--- src/hw/sflcu_pkg.sv ---
// constants shared by the serial frame check-value unit
package sflcu_pkg;
  localparam logic [15:0] CRC_PRESET = 16'hFFFF;
  localparam logic [15:0] CRC_POLY = 16'hA001;
  localparam logic [7:0] LRC_PRESET = 8'h00;
  localparam logic [7:0] LRC_ONES = 8'hFF;
  localparam logic [7:0] LRC_ONE = 8'h01;
  localparam logic [7:0] ASCII_COLON = 8'h3A;
  localparam logic [7:0] ASCII_CR = 8'h0D;
  localparam logic [7:0] ASCII_LF = 8'h0A;
  localparam logic [7:0] ASCII_ZERO = 8'h30;
  localparam logic [7:0] ASCII_A_LESS10 = 8'h37;
  localparam logic [3:0] NIB_NINE = 4'h9;
  localparam logic [2:0] SHIFT_LAST = 3'h7;
  localparam logic [1:0] TX_IDX_FIRST = 2'h0;
  localparam logic [1:0] TX_IDX_SECOND = 2'h1;
  typedef enum logic [1:0] {SFLCU_IDLE, SFLCU_SHIFT, SFLCU_SEND} sflcu_state_type;
endpackage

--- src/hw/sflcu_top.sv ---
// serial frame LRC/CRC generator and checker
`timescale 1ns/1ps
`default_nettype none
module sflcu_top (
  input wire logic mclk,
  input wire logic rst,
  input wire logic clear,
  input wire logic ascii_mode,
  input wire logic byte_valid,
  input wire logic [7:0] byte_data,
  input wire logic check_valid,
  input wire logic [15:0] check_data,
  input wire logic send_req,
  output logic busy_r,
  output logic done_r,
  output logic [7:0] lrc_r,
  output logic [15:0] crc_r,
  output logic check_err_r,
  output logic check_done_r,
  output logic tx_valid_r,
  output logic [7:0] tx_byte_r,
  output logic tx_last_r
);
  // ****************************************
  // helpers
  // ****************************************
  function automatic logic [7:0] sflcu_hex(input logic [3:0] nib);
    logic [7:0] base;
    base = (nib > sflcu_pkg::NIB_NINE) ? sflcu_pkg::ASCII_A_LESS10 : sflcu_pkg::ASCII_ZERO;
    sflcu_hex = base + {4'h0, nib};
  endfunction

  function automatic logic [15:0] sflcu_step(input logic [15:0] r);
    sflcu_step = r[0] ? ((r >> 1) ^ sflcu_pkg::CRC_POLY) : (r >> 1);
  endfunction

  function automatic logic [7:0] sflcu_lrc(input logic [7:0] sum);
    sflcu_lrc = (sflcu_pkg::LRC_ONES - sum) + sflcu_pkg::LRC_ONE;
  endfunction

  // ****************************************
  // state and decode
  // ****************************************
  sflcu_pkg::sflcu_state_type state_r;
  sflcu_pkg::sflcu_state_type state_nxt;
  logic [2:0] shift_cnt_r;
  logic [2:0] shift_cnt_nxt;
  logic [7:0] lrc_sum_r;
  logic [7:0] lrc_sum_nxt;
  logic [7:0] lrc_nxt;
  logic [15:0] crc_mix;
  logic [15:0] crc_nxt;
  logic is_idle;
  logic is_shift;
  logic is_send;
  logic take_byte;
  logic take_check;
  logic take_send;
  logic is_delim;
  logic sum_byte;
  logic last_shift;
  logic check_mis;
  logic done_nxt;
  logic check_err_nxt;
  logic [7:0] tx_first;
  logic [7:0] tx_second;
  logic [7:0] tx_byte_nxt;

  assign is_idle = (state_r == sflcu_pkg::SFLCU_IDLE);
  assign is_shift = (state_r == sflcu_pkg::SFLCU_SHIFT);
  assign is_send = (state_r == sflcu_pkg::SFLCU_SEND);
  // priority in idle: clear, then a byte, then a check field, then a send request
  assign take_byte = is_idle && !clear && byte_valid;
  assign take_check = is_idle && !clear && !byte_valid && check_valid;
  assign take_send = is_idle && !clear && !byte_valid && !check_valid && send_req;
  assign is_delim = (byte_data == sflcu_pkg::ASCII_COLON) ||
    (byte_data == sflcu_pkg::ASCII_CR) ||
    (byte_data == sflcu_pkg::ASCII_LF);
  // frame delimiters stay out of the sum in ascii mode only
  assign sum_byte = take_byte && !(ascii_mode && is_delim);
  assign last_shift = is_shift && (shift_cnt_r == sflcu_pkg::SHIFT_LAST);

  // ****************************************
  // check arithmetic
  // ****************************************
  assign lrc_sum_nxt = clear ? sflcu_pkg::LRC_PRESET :
    (sum_byte ? lrc_sum_r + byte_data : lrc_sum_r);
  assign lrc_nxt = sflcu_lrc(lrc_sum_nxt);
  // only the eight data bits arrive here; framing bits never reach the unit
  assign crc_mix = {crc_r[15:8], crc_r[7:0] ^ byte_data};
  assign crc_nxt = clear ? sflcu_pkg::CRC_PRESET :
    take_byte ? crc_mix :
    is_shift ? sflcu_step(crc_r) :
    crc_r;
  assign check_mis = ascii_mode ? (check_data[7:0] != lrc_r) : (check_data != crc_r);
  assign check_err_nxt = clear ? 1'b0 : (take_check ? check_mis : check_err_r);
  assign done_nxt = (clear || take_byte) ? 1'b0 : (last_shift ? 1'b1 : done_r);
  assign tx_first = ascii_mode ? sflcu_hex(lrc_r[7:4]) : crc_r[7:0];
  assign tx_second = ascii_mode ? sflcu_hex(lrc_r[3:0]) : crc_r[15:8];
  assign tx_byte_nxt = take_send ? tx_first : (is_send ? tx_second : tx_byte_r);

  // ****************************************
  // sequencing
  // ****************************************
  // one shift step per cycle, eight cycles per byte
  always_comb begin
    state_nxt = state_r;
    shift_cnt_nxt = shift_cnt_r;
    case (state_r)
      sflcu_pkg::SFLCU_IDLE: begin
        if (take_byte) begin
          state_nxt = sflcu_pkg::SFLCU_SHIFT;
          shift_cnt_nxt = '0;
        end else if (take_send) begin
          state_nxt = sflcu_pkg::SFLCU_SEND;
        end
      end
      sflcu_pkg::SFLCU_SHIFT: begin
        shift_cnt_nxt = shift_cnt_r + 3'h1;
        if (clear || last_shift) begin
          state_nxt = sflcu_pkg::SFLCU_IDLE;
        end
      end
      sflcu_pkg::SFLCU_SEND: begin
        state_nxt = sflcu_pkg::SFLCU_IDLE;
      end
      default: begin
        state_nxt = sflcu_pkg::SFLCU_IDLE;
      end
    endcase
  end

  // ****************************************
  // registers
  // ****************************************
  always_ff @(posedge mclk) begin
    if (rst) begin
      state_r <= sflcu_pkg::SFLCU_IDLE;
      shift_cnt_r <= '0;
      busy_r <= 1'b0;
    end else begin
      state_r <= state_nxt;
      shift_cnt_r <= shift_cnt_nxt;
      busy_r <= (state_nxt != sflcu_pkg::SFLCU_IDLE);
    end
  end

  always_ff @(posedge mclk) begin
    if (rst) begin
      crc_r <= sflcu_pkg::CRC_PRESET;
      lrc_sum_r <= sflcu_pkg::LRC_PRESET;
      lrc_r <= sflcu_lrc(sflcu_pkg::LRC_PRESET);
    end else begin
      crc_r <= crc_nxt;
      lrc_sum_r <= lrc_sum_nxt;
      lrc_r <= lrc_nxt;
    end
  end

  always_ff @(posedge mclk) begin
    if (rst) begin
      done_r <= 1'b0;
      check_done_r <= 1'b0;
      check_err_r <= 1'b0;
    end else begin
      done_r <= done_nxt;
      check_done_r <= take_check;
      check_err_r <= check_err_nxt;
    end
  end

  always_ff @(posedge mclk) begin
    if (rst) begin
      tx_valid_r <= 1'b0;
      tx_last_r <= 1'b0;
      tx_byte_r <= 8'h00;
    end else begin
      tx_valid_r <= take_send || is_send;
      tx_last_r <= is_send;
      tx_byte_r <= tx_byte_nxt;
    end
  end
endmodule // sflcu_top
`default_nettype wire

--- config.mk ---
export PLATFORM = sky130hd
export DESIGN_NAME = sflcu_top
export DESIGN_NICKNAME = d
export VERILOG_FILES = /design/src/hw/sflcu_pkg.sv /design/src/hw/sflcu_top.sv
export SDC_FILE = /design/constraint.sdc
export NUM_CORES = 1
export LEC_CHECK = 0
export BUFFER_PORTS_ARGS = -buffer_cell sky130_fd_sc_hd__buf_4
export CELL_PAD_IN_SITES_DETAIL_PLACEMENT = 1
export CELL_PAD_IN_SITES_GLOBAL_PLACEMENT = 1
export CORE_MARGIN = 2
export CORE_UTILIZATION = 30
export CTS_BUF_LIST = sky130_fd_sc_hd__clkbuf_4
export CTS_CLUSTER_DIAMETER = 200
export DETAILED_ROUTE_END_ITERATION = 10
export PLACE_DENSITY_LB_ADDON = 0.1
export SLEW_MARGIN = 20
export SYNTH_ARGS = -nofsm -noshare
export SYNTH_HDL_FRONTEND = slang
export SYNTH_SLANG_ARGS = --single-unit
--- constraint.sdc ---
create_clock -name mclk -period 2.9 [get_ports mclk]
set_input_delay 0.145 -clock mclk [delete_from_list [all_inputs] [get_ports mclk]]
set_output_delay 0.145 -clock mclk [all_outputs]
set_load 0.01 [all_outputs]
==> reports/results.txt, run 1 <==
TritonRoute pass-1 iters = 4
Skew final = 0.0255 ns
Syn_nets = 407
Async set or reset register ratio after synthesis = 0%
Worst-Skew Late Latency = 0.38 ns
Initial DRC Count = 83
Minimum clock period = 2.56 ns
Hold path depth = 3
Final Max Tran Viols = 0
RSZ-0062 raised after global routing = false
Drt total wl = 9720 microns
Sum Neg Setup Slack = 0 ns
Die width = 104 microns
PortBufs = 68
CTS clock-pin slew for the worst setup and hold paths = 0.18 ns
Rows = 36
First-pass GRT wire length = 15600 microns
Most frequent CP cell = a21oi_1
Reg2Reg Depth = 10
Clock sink count = 50
Post-route ant nets = 0
Synth top area share = 33.1%
CP max stage cell = or4_1
Final number of setup-violating endpoints = 0
Post-synthesis compound-gate area fraction = 18.3%
Tightest Hold Check Type = in2reg
CTS buffer count = 5
Share of post-route cells with drive strength above 1 = 23.3%
DIE HEIGHT = 104 microns
Worst slew pin tran = 0.793 ns
Synthesized-area fraction occupied by xor and xnor cells = 9.85%
Post-CTS setup buffers = 0
Rel. slew slack = 46.7%
PD cells = 417 nW/um^2
Vias = 2824
Worst Hold End = crc_r[3]
Largest net degree at the start of global routing = 33
Antenna cells = 0
GRT Overall Usage = 18.1%
Status = finished, final reports clean
Vias in the first global route = 2836
Largest cells by area after synthesis = dfxtp_1 (33%), xor2_1 (7.2%), ha_1 (5.8%), nand2_1 (5.6%), nand3_1 (4.5%)
Netlist cell types = 55
Hpwl dp = 7480 microns
Fin util = 38.4%
Worst path cell trace = ha_1 > inv_1 > fa_1 > nand2b_1 > a21oi_1 > xnor2_1 > o31ai_2 > a31oi_2 > or4_1 > a21oi_1
Worst reg2reg endpoint = lrc_r[7]
EDFF count, synth = 0
CP Launch Type = register
Top FF cell, synth = dfxtp_1
DR WL/cell = 17.4 microns
Mux contribution to synthesized area = 4.80%
Most frequent cells in the layout = buf_4 (73), dfxtp_1 (50), nand2_1 (45), nor2_1 (29), nand3_1 (27)
Simple-Gate Fraction of Synth Area = 23.0%
Final hold slack = 0.0580 ns
Fillers = 1209
Yosys top cell by area = dfxtp_1
IO Pins = 69
Final period util = 88.4%
CTS H-Tree Depth = 2
Fmax = 390 MHz
Crit Reg-Reg Startpoint = lrc_r[0]
CP arrival = 2.87 ns
Initial Util = 30.9%
LEAKAGE = 1.57 nW
Required time of the critical path = 3.20 ns
Commonest non-fill, non-tap cell in the layout = buf_4
Die area = 10900 sq um
Cell count after synthesis = 360
CTS tree = yes
Max_cap viols = 0
Worst path max stage delay = 0.48 ns
Peak VDD IR = 0.217 mV
Sequential area share after synthesis = 33.1%
Yosys reg bits = 50
Synth Area in Adders = 7.12%
CTS Root Cell = clkbuf_4
Post-Syn Area = 3020 sq um
Final Wtd Congestion = 0.862
Crit Path Max Fanout = 3
Core Area = 9770 sq um
Source of the worst hold timing path = byte_data[3]
Grt ovf = 0
Post-DR vias/cell = 5.06
Syn-to-layout area delta = 24.2%
R2r setup slk = 0.34 ns
Max clock buf depth = 2
Nets = 471
Final hold viol count = 0
CP Capture Type = register
Critical path class = reg2reg
YS warnings = 0
DRC Markers = 0
Avg Synthesized Cell Area = 8.40 sq um
Antenna violations before repair = 0
Main combinational cell family by area after synthesis = simple AND/OR/NAND/NOR gates
==> per-layer routing <==
metal	GRT usage, %	routed length [microns]	up-vias
li1	-	-	1400
met1	24.8	4640	1361
met2	30.3	4580	61
met3	2.76	458	2
met4	3.19	40	0
met5	0	0	-
==> synth_stat cells (7+ instances only) <==
library cell and number:
a21oi_1 26, clkbuf_1 11, dfxtp_1 50, ha_1 14, inv_1 11, nand2_1 45
nand2b_1 7, nand3_1 27, nor2_1 29, nor3_1 11, o211ai_1 10, o21ai_0 9
xnor2_1 9, xor2_1 25
==> critical path: cells and delay by family, from the launching register on <==
kind	cells	cell delay, ns
AOI/OAI and AO/OA	4	0.73
xor gates and xnor gates	1	0.11
adders and majority gates	2	0.55
buffers and inverters	1	0.05
DFF	1	0.37
and+or+nand+nor	2	0.66
==> final cells by class <==
cell class	instances	area (sq um)	share of cell area (%)
multi-input cells	283	1910	50.9
flip-flops and latches	50	1000	26.7
repair buffers	73	548	14.6
well taps	133	166	4.43
clock inverters	3	47.5	1.27
inverters	11	41.3	1.10
clock buffers	5	37.5	1.00
==> where the power goes <==
group	internal, mW	switching (mW)	total, mW
Combinational	0.163	0.188	0.351
Sequential	0.718	0.0472	0.765
Clock	0.188	0.262	0.450
==> cell families after synthesis <==
logic type | count (synthesis)
simple gates | 144
xor+xnor | 34
buf+inv | 27
fa+ha+maj | 16
mux | 10
compound gates | 79
flops | 50
==> what timing repair did <==
| action | in CTS | in global routing |
|---|---|---|
| setup endpoints to repair | 0 | 1 |
| gates resized for setup | 0 | 1 |
| hold buffers | 0 | 0 |
==> registers in the layout, summed over array words and instances (netlist names) <==
name          count
state_r           2
lrc_sum_r         7
check_err_r       1
tx_last_r         1
crc_r            16
check_done_r      1
tx_byte_r         8
busy_r            1
done_r            1
lrc_r             8
tx_valid_r        1
shift_cnt_r       3
==> worst max-delay path by stage <==
stage / cells after the start / from / slack, ns / end
floorplan: 10 / lrc_r[0] / 0.40 / lrc_r[7]
global placement: 10 / lrc_r[0] / 0.39 / lrc_r[7]
detailed placement: 10 / lrc_r[0] / 0.32 / lrc_r[7]
CTS: 10 / lrc_r[0] / 0.25 / lrc_r[7]
global route: 10 / lrc_r[0] / 0.08 / lrc_r[7]
finish: 10 / lrc_r[0] / 0.34 / lrc_r[7]
==> per-stage QoR <==
| stage | std cells | setup slack (ns) | cell area [sq um] | total power [mW] |
|---|---|---|---|---|
| final | 558 | 0.337 | 3750 | 1.57 |
| after global routing | 558 | 0.0793 | 3750 | 1.65 |
| after CTS | 558 | 0.246 | 3750 | 1.58 |
| after detailed placement | 550 | 0.317 | 3660 | 1.13 |
| after global placement | 550 | 0.387 | 3660 | 1.13 |
| after floorplan | 360 | 0.397 | 3020 | 0.982 |
(Power assumes the default switching activity.)
==> run 2, diff against run 1 <==
==> constraint.sdc (replaced) <==
create_clock -name mclk -period 2.9 [get_ports mclk]
set_input_delay 0.29 -clock mclk [delete_from_list [all_inputs] [get_ports mclk]]
set_output_delay 0.29 -clock mclk [all_outputs]
set_load 0.01 [all_outputs]
==> run 2 against run 1 <==
  * Via count increased by 0.60%
  * Design area decreased by 0.40%
  * Clock skew decreased by 0.014 ns
  * Critical path depth unchanged
  * Wire length increased by 0.22%
  * Sequential power about the same
  * Fmax decreased by 3.6%
  * Global-route usage increased by 0.13 points
  * Critical path type unchanged
  * Largest cell class unchanged
==> reports/results.txt, run 2 (synthesized netlist as in run 1, its figures left out) <==
Status = finished, final reports clean (unchanged)
CTS H-Tree Depth = 2 (unchanged)
Minimum clock period = 2.66 ns (was 2.56 ns)
Biggest regs = crc_r x16, lrc_r x8, tx_byte_r x8 (unchanged)
Worst slew pin tran = 0.857 ns (was 0.793 ns)
Final Wtd Congestion = 0.874 (was 0.862)
Antenna violations before repair = 0 (unchanged)
Fmax = 376 MHz (was 390 MHz)
CTS buffer count = 5 (unchanged)
Largest net degree at the start of global routing = 33 (unchanged)
Source of the worst hold timing path = byte_data[3] (unchanged)
CP Capture Type = register (unchanged)
First-pass GRT wire length = 15800 microns (was 15600 microns)
Most frequent cells in the layout = buf_4 (72), dfxtp_1 (50), nand2_1 (45), nor2_1 (29), nand3_1 (27) (was buf_4 (73), dfxtp_1 (50), nand2_1 (45), nor2_1 (29), nand3_1 (27))
Skew final = 0.0111 ns (was 0.0255 ns)
Required time of the critical path = 3.21 ns (was 3.20 ns)
R2r setup slk = 0.24 ns (was 0.34 ns)
IO Pins = 69 (unchanged)
Fillers = 1226 (was 1209)
Share of post-route cells with drive strength above 1 = 22.9% (was 23.3%)
Critical path class = reg2reg (unchanged)
Final hold viol count = 0 (unchanged)
Seq. cell area = 1000 sq um (unchanged)
Die width = 104 microns (unchanged)
Final hold slack = 0.232 ns (was 0.0580 ns)
Sum Neg Setup Slack = 0 ns (unchanged)
Commonest non-fill, non-tap cell in the layout = buf_4 (unchanged)
PortBufs = 68 (unchanged)
Worst reg2reg endpoint = lrc_r[7] (unchanged)
Cts hold-fix bufs = 0 (unchanged)
Post-route ant nets = 0 (unchanged)
DRC Markers = 0 (unchanged)
Core Area = 9770 sq um (unchanged)
Final period util = 91.7% (was 88.4%)
DR WL/cell = 17.5 microns (was 17.4 microns)
Initial Util = 30.9% (unchanged)
Post-DR vias/cell = 5.10 (was 5.06)
Rel. slew slack = 42.9% (was 46.7%)
Post-CTS sizing = 0 (unchanged)
LEAKAGE = 1.56 nW (was 1.57 nW)
Tightest Hold Check Type = in2reg (unchanged)
CTS clock-pin slew for the worst setup and hold paths = 0.16 ns (was 0.18 ns)
Vias = 2841 (was 2824)
Hold path depth = 3 (unchanged)
Rows = 36 (unchanged)
Final Max Tran Viols = 0 (unchanged)
CP Launch Type = register (unchanged)
GRT Overall Usage = 18.2% (was 18.1%)
DIE HEIGHT = 104 microns (unchanged)
Largest register FFs = 16 (unchanged)
Grt ovf = 0 (unchanged)
Hpwl dp = 7640 microns (was 7480 microns)
Max clock buf depth = 2 (unchanged)
Crit Path Max Fanout = 3 (unchanged)
CP arrival = 2.97 ns (was 2.87 ns)
Max_cap viols = 0 (unchanged)
Crit Reg-Reg Startpoint = lrc_r[0] (unchanged)
RSZ-0062 raised after global routing = false (unchanged)
PD cells = 413 nW/um^2 (was 417 nW/um^2)
Antenna cells = 0 (unchanged)
Nets = 470 (was 471)
Worst-Skew Late Latency = 0.37 ns (was 0.38 ns)
Area occupied by multi-input gates = 1910 sq um (about the same)
Syn-to-layout area delta = 23.7% (was 24.2%)
Vias in the first global route = 2848 (was 2836)
Tot Pwr = 1.55 mW (was 1.57 mW)
CTS tree = yes (unchanged)
Largest Register = crc_r (unchanged)
Worst Hold End = crc_r[3] (unchanged)
Peak VDD IR = 0.193 mV (was 0.217 mV)
Fin util = 38.3% (was 38.4%)
Clock sink count = 50 (unchanged)
Initial DRC Count = 90 (was 83)
Drt total wl = 9740 microns (was 9720 microns)
CTS Root Cell = clkbuf_4 (unchanged)
Die area = 10900 sq um (unchanged)
Post-CTS setup buffers = 0 (unchanged)
Final number of setup-violating endpoints = 0 (unchanged)
TritonRoute pass-1 iters = 4 (unchanged)
Reg2Reg Depth = 10 (unchanged)
## run 2: metrics by stage
step / setup slack, ns / instance area [sq um] / cells
after floorplan: 0.397 / 3020 / 360
after global placement: 0.286 / 3660 / 549
after detailed placement: 0.189 / 3660 / 549
after CTS: 0.234 / 3740 / 557
after global routing: 0.0260 / 3740 / 557
final: 0.240 / 3740 / 557
## run 2: critical path, stage by stage (launching register included)
cell,delay (ns)
dfxtp_1,0.36
ha_1,0.17
inv_1,0.06
fa_1,0.39
nand2b_1,0.17
a21oi_1,0.17
xnor2_1,0.11
o31ai_1,0.33
a31oi_2,0.18
or4_1,0.51
a21oi_1,0.16
## run 2: power breakdown
part | switching, mW | internal [mW] | leakage [nW]
registers | 0.0489 | 0.718 | 0.407
logic | 0.187 | 0.162 | 1.11
clock network | 0.238 | 0.192 | 0.0419
## run 2: cell type report
cell class / count / area share, %
clock buffers: 6 / 1.20
clock inverters: 2 / 1.00
inverters: 11 / 1.10
multi-input cells: 283 / 51.0
flip-flops and latches: 50 / 26.8
well taps: 133 / 4.45
repair buffers: 72 / 14.5
## run 2: how the worst max path moves through the flow
stage / from / endpoint
2_1_floorplan: lrc_r[0] / lrc_r[7]
3_3_place_gp: byte_data[0] / lrc_r[7]
3_5_place_dp: byte_data[0] / lrc_r[7]
4_1_cts: lrc_r[0] / lrc_r[7]
5_1_grt: lrc_r[0] / lrc_r[7]
6_report: lrc_r[0] / lrc_r[7]
## run 2: layer usage
layer	track usage (%)	up-vias	wire [microns]
li1	-	1399	-
met2	30.3	64	4570
met1	25.1	1370	4650
met5	0	-	0
met4	3.86	0	121
met3	2.38	8	395
==> run 3, diff against run 2 <==
ABC_AREA = 1   (was default)
==> run 3 against run 2 <==
  * Area after synthesis increased by 6.8%
  * Largest cell class unchanged
  * Critical path type unchanged
  * Register-to-register slack improved by 0.26 ns
  * Synthesized cell count increased by 31%
==> reports/results.txt, run 3 <==
Main combinational cell family by area after synthesis = simple AND/OR/NAND/NOR gates (unchanged)
Initial Util = 31.1% (was 30.9%)
Nets = 582 (was 470)
Placed Area = 3850 sq um (was 3660 sq um)
Cts hold-fix bufs = 0 (unchanged)
Crit Reg-Reg Startpoint = lrc_r[3] (was lrc_r[0])
Clock sink count = 50 (unchanged)
Largest register FFs = 16 (unchanged)
EDFF count, synth = 0 (unchanged)
Async set or reset register ratio after synthesis = 0% (unchanged)
RSZ-0062 raised after global routing = false (unchanged)
DR WL/cell = 17.1 microns (was 17.5 microns)
CTS tree = yes (unchanged)
CP Capture Type = register (unchanged)
Worst path cell trace = nand2_1 > nand2_1 > ha_1 > inv_1 > fa_1 > o311ai_0 > a31oi_1 > a21oi_1 (was ha_1 > inv_1 > fa_1 > nand2b_1 > a21oi_1 > xnor2_1 > o31ai_1 > a31oi_2 > or4_1 > a21oi_1)
Share of post-route cells with drive strength above 1 = 19.2% (was 22.9%)
Inst Count DP = 664 (was 549)
Commonest non-fill, non-tap cell in the layout = nand2_1 (was buf_4)
Core Area = 10400 sq um (was 9770 sq um)
PortBufs = 68 (unchanged)
Mux contribution to synthesized area = 0% (was 4.80%)
CP arrival = 2.72 ns (was 2.97 ns)
Most frequent cells in the layout = nand2_1 (116), buf_4 (70), inv_1 (67), dfxtp_1 (50), nor2_1 (35) (was buf_4 (72), dfxtp_1 (50), nand2_1 (45), nor2_1 (29), nand3_1 (27))
Worst Hold End = crc_r[1] (was crc_r[3])
Post-route ant nets = 0 (unchanged)
CTS buffer count = 5 (unchanged)
Yosys top cell by area = dfxtp_1 (unchanged)
Largest cells by area after synthesis = dfxtp_1 (31%), nand2_1 (13%), inv_1 (7.8%), ha_1 (5.4%), nand3_1 (4.7%) (was dfxtp_1 (33%), xor2_1 (7.2%), ha_1 (5.8%), nand2_1 (5.6%), nand3_1 (4.5%))
Post-DR vias/cell = 5.02 (was 5.10)
Avg Synthesized Cell Area = 6.85 sq um (was 8.40 sq um)
P_sw = 558 uW (was 474 uW)
Vias = 3371 (was 2841)
CTS clock-pin slew for the worst setup and hold paths = 0.19 ns (was 0.16 ns)
Synth top cells by count = nand2_1 (116), inv_1 (67), dfxtp_1 (50), nor2_1 (35), nand3_1 (30) (was dfxtp_1 (50), nand2_1 (45), nor2_1 (29), nand3_1 (27), a21oi_1 (26))
Synthesized-area fraction occupied by xor and xnor cells = 3.26% (was 9.85%)
GRT Overall Usage = 20.3% (was 18.2%)
LEAKAGE = 1.96 nW (was 1.56 nW)
Post-synthesis compound-gate area fraction = 17.6% (was 18.3%)
Top FF cell, synth = dfxtp_1 (unchanged)
Synth Area in Adders = 6.67% (was 7.12%)
Max_cap viols = 0 (unchanged)
R2r setup slk = 0.50 ns (was 0.24 ns)
Peak VDD IR = 0.190 mV (was 0.193 mV)
Critical path class = reg2reg (unchanged)
Area occupied by multi-input gates = 1880 sq um (was 1910 sq um)
DRC Markers = 0 (unchanged)
YS warnings = 0 (unchanged)
Initial DRC Count = 133 (was 90)
Family with the most delay on the worst path = compound AO/OA/AOI/OAI gates (unchanged)
Biggest regs = crc_r x16, lrc_r x8, tx_byte_r x8 (unchanged)
Tot Pwr = 1.63 mW (was 1.55 mW)
Post-CTS sizing = 0 (unchanged)
Hold path depth = 3 (unchanged)
CP Launch Type = register (unchanged)
Cell count after synthesis = 471 (was 360)
Worst reg2reg endpoint = tx_byte_r[6] (was lrc_r[7])
Grt ovf = 0 (unchanged)
Antenna violations before repair = 0 (unchanged)
Seq. cell area = 1000 sq um (unchanged)
Fmax = 416 MHz (was 376 MHz)
Met2 wire len = 5520 microns (was 4570 microns)
Worst-Skew Late Latency = 0.39 ns (was 0.37 ns)
DRT met1 WL = 5320 microns (was 4650 microns)
CP max stage cell = dfxtp_1 (was or4_1)
Synth top area share = 31.0% (was 33.1%)
Rows = 37 (was 36)
Die area = 11600 sq um (was 10900 sq um)
CTS H-Tree Depth = 2 (unchanged)
Post-CTS setup buffers = 0 (unchanged)
Comb pwr share = 24.5% (was 22.6%)
Hpwl dp = 9260 microns (was 7640 microns)
CTS Root Cell = clkbuf_4 (unchanged)
Clock power share = 28.0% (was 27.8%)
Reg2Reg Depth = 8 (was 10)
Final Wtd Congestion = 0.878 (was 0.874)
Rel. slew slack = 69.1% (was 42.9%)
TritonRoute pass-1 iters = 4 (unchanged)
Int Pwr = 1.07 mW (about the same)
Source of the worst hold timing path = byte_data[1] (was byte_data[3])
Crit Path Max Fanout = 6 (was 3)
Required time of the critical path = 3.22 ns (was 3.21 ns)
Flop pwr share = 47.5% (was 49.6%)
Final hold viol count = 0 (unchanged)
Final period util = 82.9% (was 91.7%)
Largest net degree at the start of global routing = 25 (was 33)
Netlist cell types = 42 (was 55)
Sum Neg Setup Slack = 0 ns (unchanged)
DIE HEIGHT = 108 microns (was 104 microns)
Drt total wl = 11500 microns (was 9740 microns)
Met3 WL = 507 microns (was 395 microns)
Simple-Gate Fraction of Synth Area = 30.7% (was 23.0%)
Fillers = 1362 (was 1226)
Largest Register = crc_r (unchanged)
Final instance count without filler cells = 672 (was 557)
Worst path max stage delay = 0.54 ns (was 0.51 ns)
Status = finished, final reports clean (unchanged)
Final hold slack = 0.203 ns (was 0.232 ns)
Final number of setup-violating endpoints = 0 (unchanged)
First-pass GRT wire length = 18300 microns (was 15800 microns)
Top Metal Used = met4 (unchanged)
Worst slew pin tran = 0.458 ns (was 0.857 ns)
Max clock buf depth = 2 (unchanged)
Syn-to-layout area delta = 21.9% (was 23.7%)
Top-count cell post-synth = nand2_1 (was dfxtp_1)
Syn_nets = 518 (was 407)
Final Instance Area = 3940 sq um (was 3740 sq um)
Post-Syn Area = 3230 sq um (was 3020 sq um)
IO Pins = 69 (unchanged)
Antenna cells = 0 (unchanged)
Sequential area share after synthesis = 31.0% (was 33.1%)
Sw Ratio = 34.2% (was 30.7%)
Tightest Hold Check Type = in2reg (unchanged)
Yosys reg bits = 50 (unchanged)
PD cells = 414 nW/um^2 (was 413 nW/um^2)
Most frequent CP cell = nand2_1 (was a21oi_1)
Skew final = 0.0201 ns (was 0.0111 ns)
Critical path buffers and inverters = 1 (unchanged)
Die width = 108 microns (was 104 microns)
Final Max Tran Viols = 0 (unchanged)
Vias in the first global route = 3443 (was 2848)
Minimum clock period = 2.40 ns (was 2.66 ns)
[run 3: cell count changes in the layout (fill, tap and decap cells not counted), sizes merged, moves of 8 or more]
cell,before,now
inv,11,74
nand2,45,120
nand2b,8,0
nand3,27,37
nor2,29,39
nor3,12,2
o2111ai,0,9
o21ai,12,29
xor2,25,5
[run 3: power groups by stage]
stage          Sequential (mW)  Combinational, mW  Clock, mW
4_1_cts                  0.774              0.404      0.468
2_1_floorplan            0.779              0.233          0
6_report                 0.774              0.399      0.456
5_1_grt                  0.779              0.451      0.491
3_3_place_gp             0.788              0.395          0
3_5_place_dp             0.788              0.402          0
[run 3: area by class of cell]
cell class	count	share of cell area, %
multi-input cells	336	47.7
flip-flops and latches	50	25.4
repair buffers	70	13.4
inverters	72	6.99
well taps	136	4.32
clock inverters	3	1.21
clock buffers	5	0.954
[run 3: kinds of logic (layout without fill, tap and decap cells)]
logic type      count (synthesis)  in the layout
buf+inv                        85            150
xor+xnor                       12             12
fa+ha+maj                      16             16
flops                          50             50
compound gates                 92             92
simple gates                  216            216
[run 3: metal layers]
layer | global-route usage (%) | vias up
met1 | 26.3 | 1610
met4 | 4.76 | 0
met2 | 35.7 | 64
met3 | 2.48 | 11
met5 | 0 | -
li1 | - | 1686
[run 3: worst max-delay path by stage]
| stage | start | to | slack (ns) | cells past startpoint |
|---|---|---|---|---|
| after floorplan | lrc_r[3] | tx_byte_r[4] | 0.91 | 8 |
| after global placement | lrc_r[3] | tx_byte_r[6] | 0.58 | 8 |
| after detailed placement | lrc_r[3] | tx_byte_r[6] | 0.52 | 8 |
| after CTS | lrc_r[3] | tx_byte_r[6] | 0.50 | 8 |
| after global routing | lrc_r[3] | tx_byte_r[6] | 0.27 | 8 |
| final | lrc_r[3] | tx_byte_r[6] | 0.50 | 8 |
[run 3: worst reg2reg max path: cells and delay by family, from the launching register on]
family	cells	cell delay, ns
adder cells (fa/ha/maj)	2	0.58
flip-flops	1	0.54
AO/OA/AOI/OAI	3	0.86
AND/OR/NAND/NOR	2	0.31
buffers and inverters	1	0.06
[run 3: per-stage QoR]
stage	utilization [%]	setup slack (ns)
4_1_cts	38.0	0.495
3_5_place_dp	37.1	0.524
6_report	38.0	0.497
2_1_floorplan	-	0.915
3_3_place_gp	37.1	0.581
5_1_grt	38.0	0.271
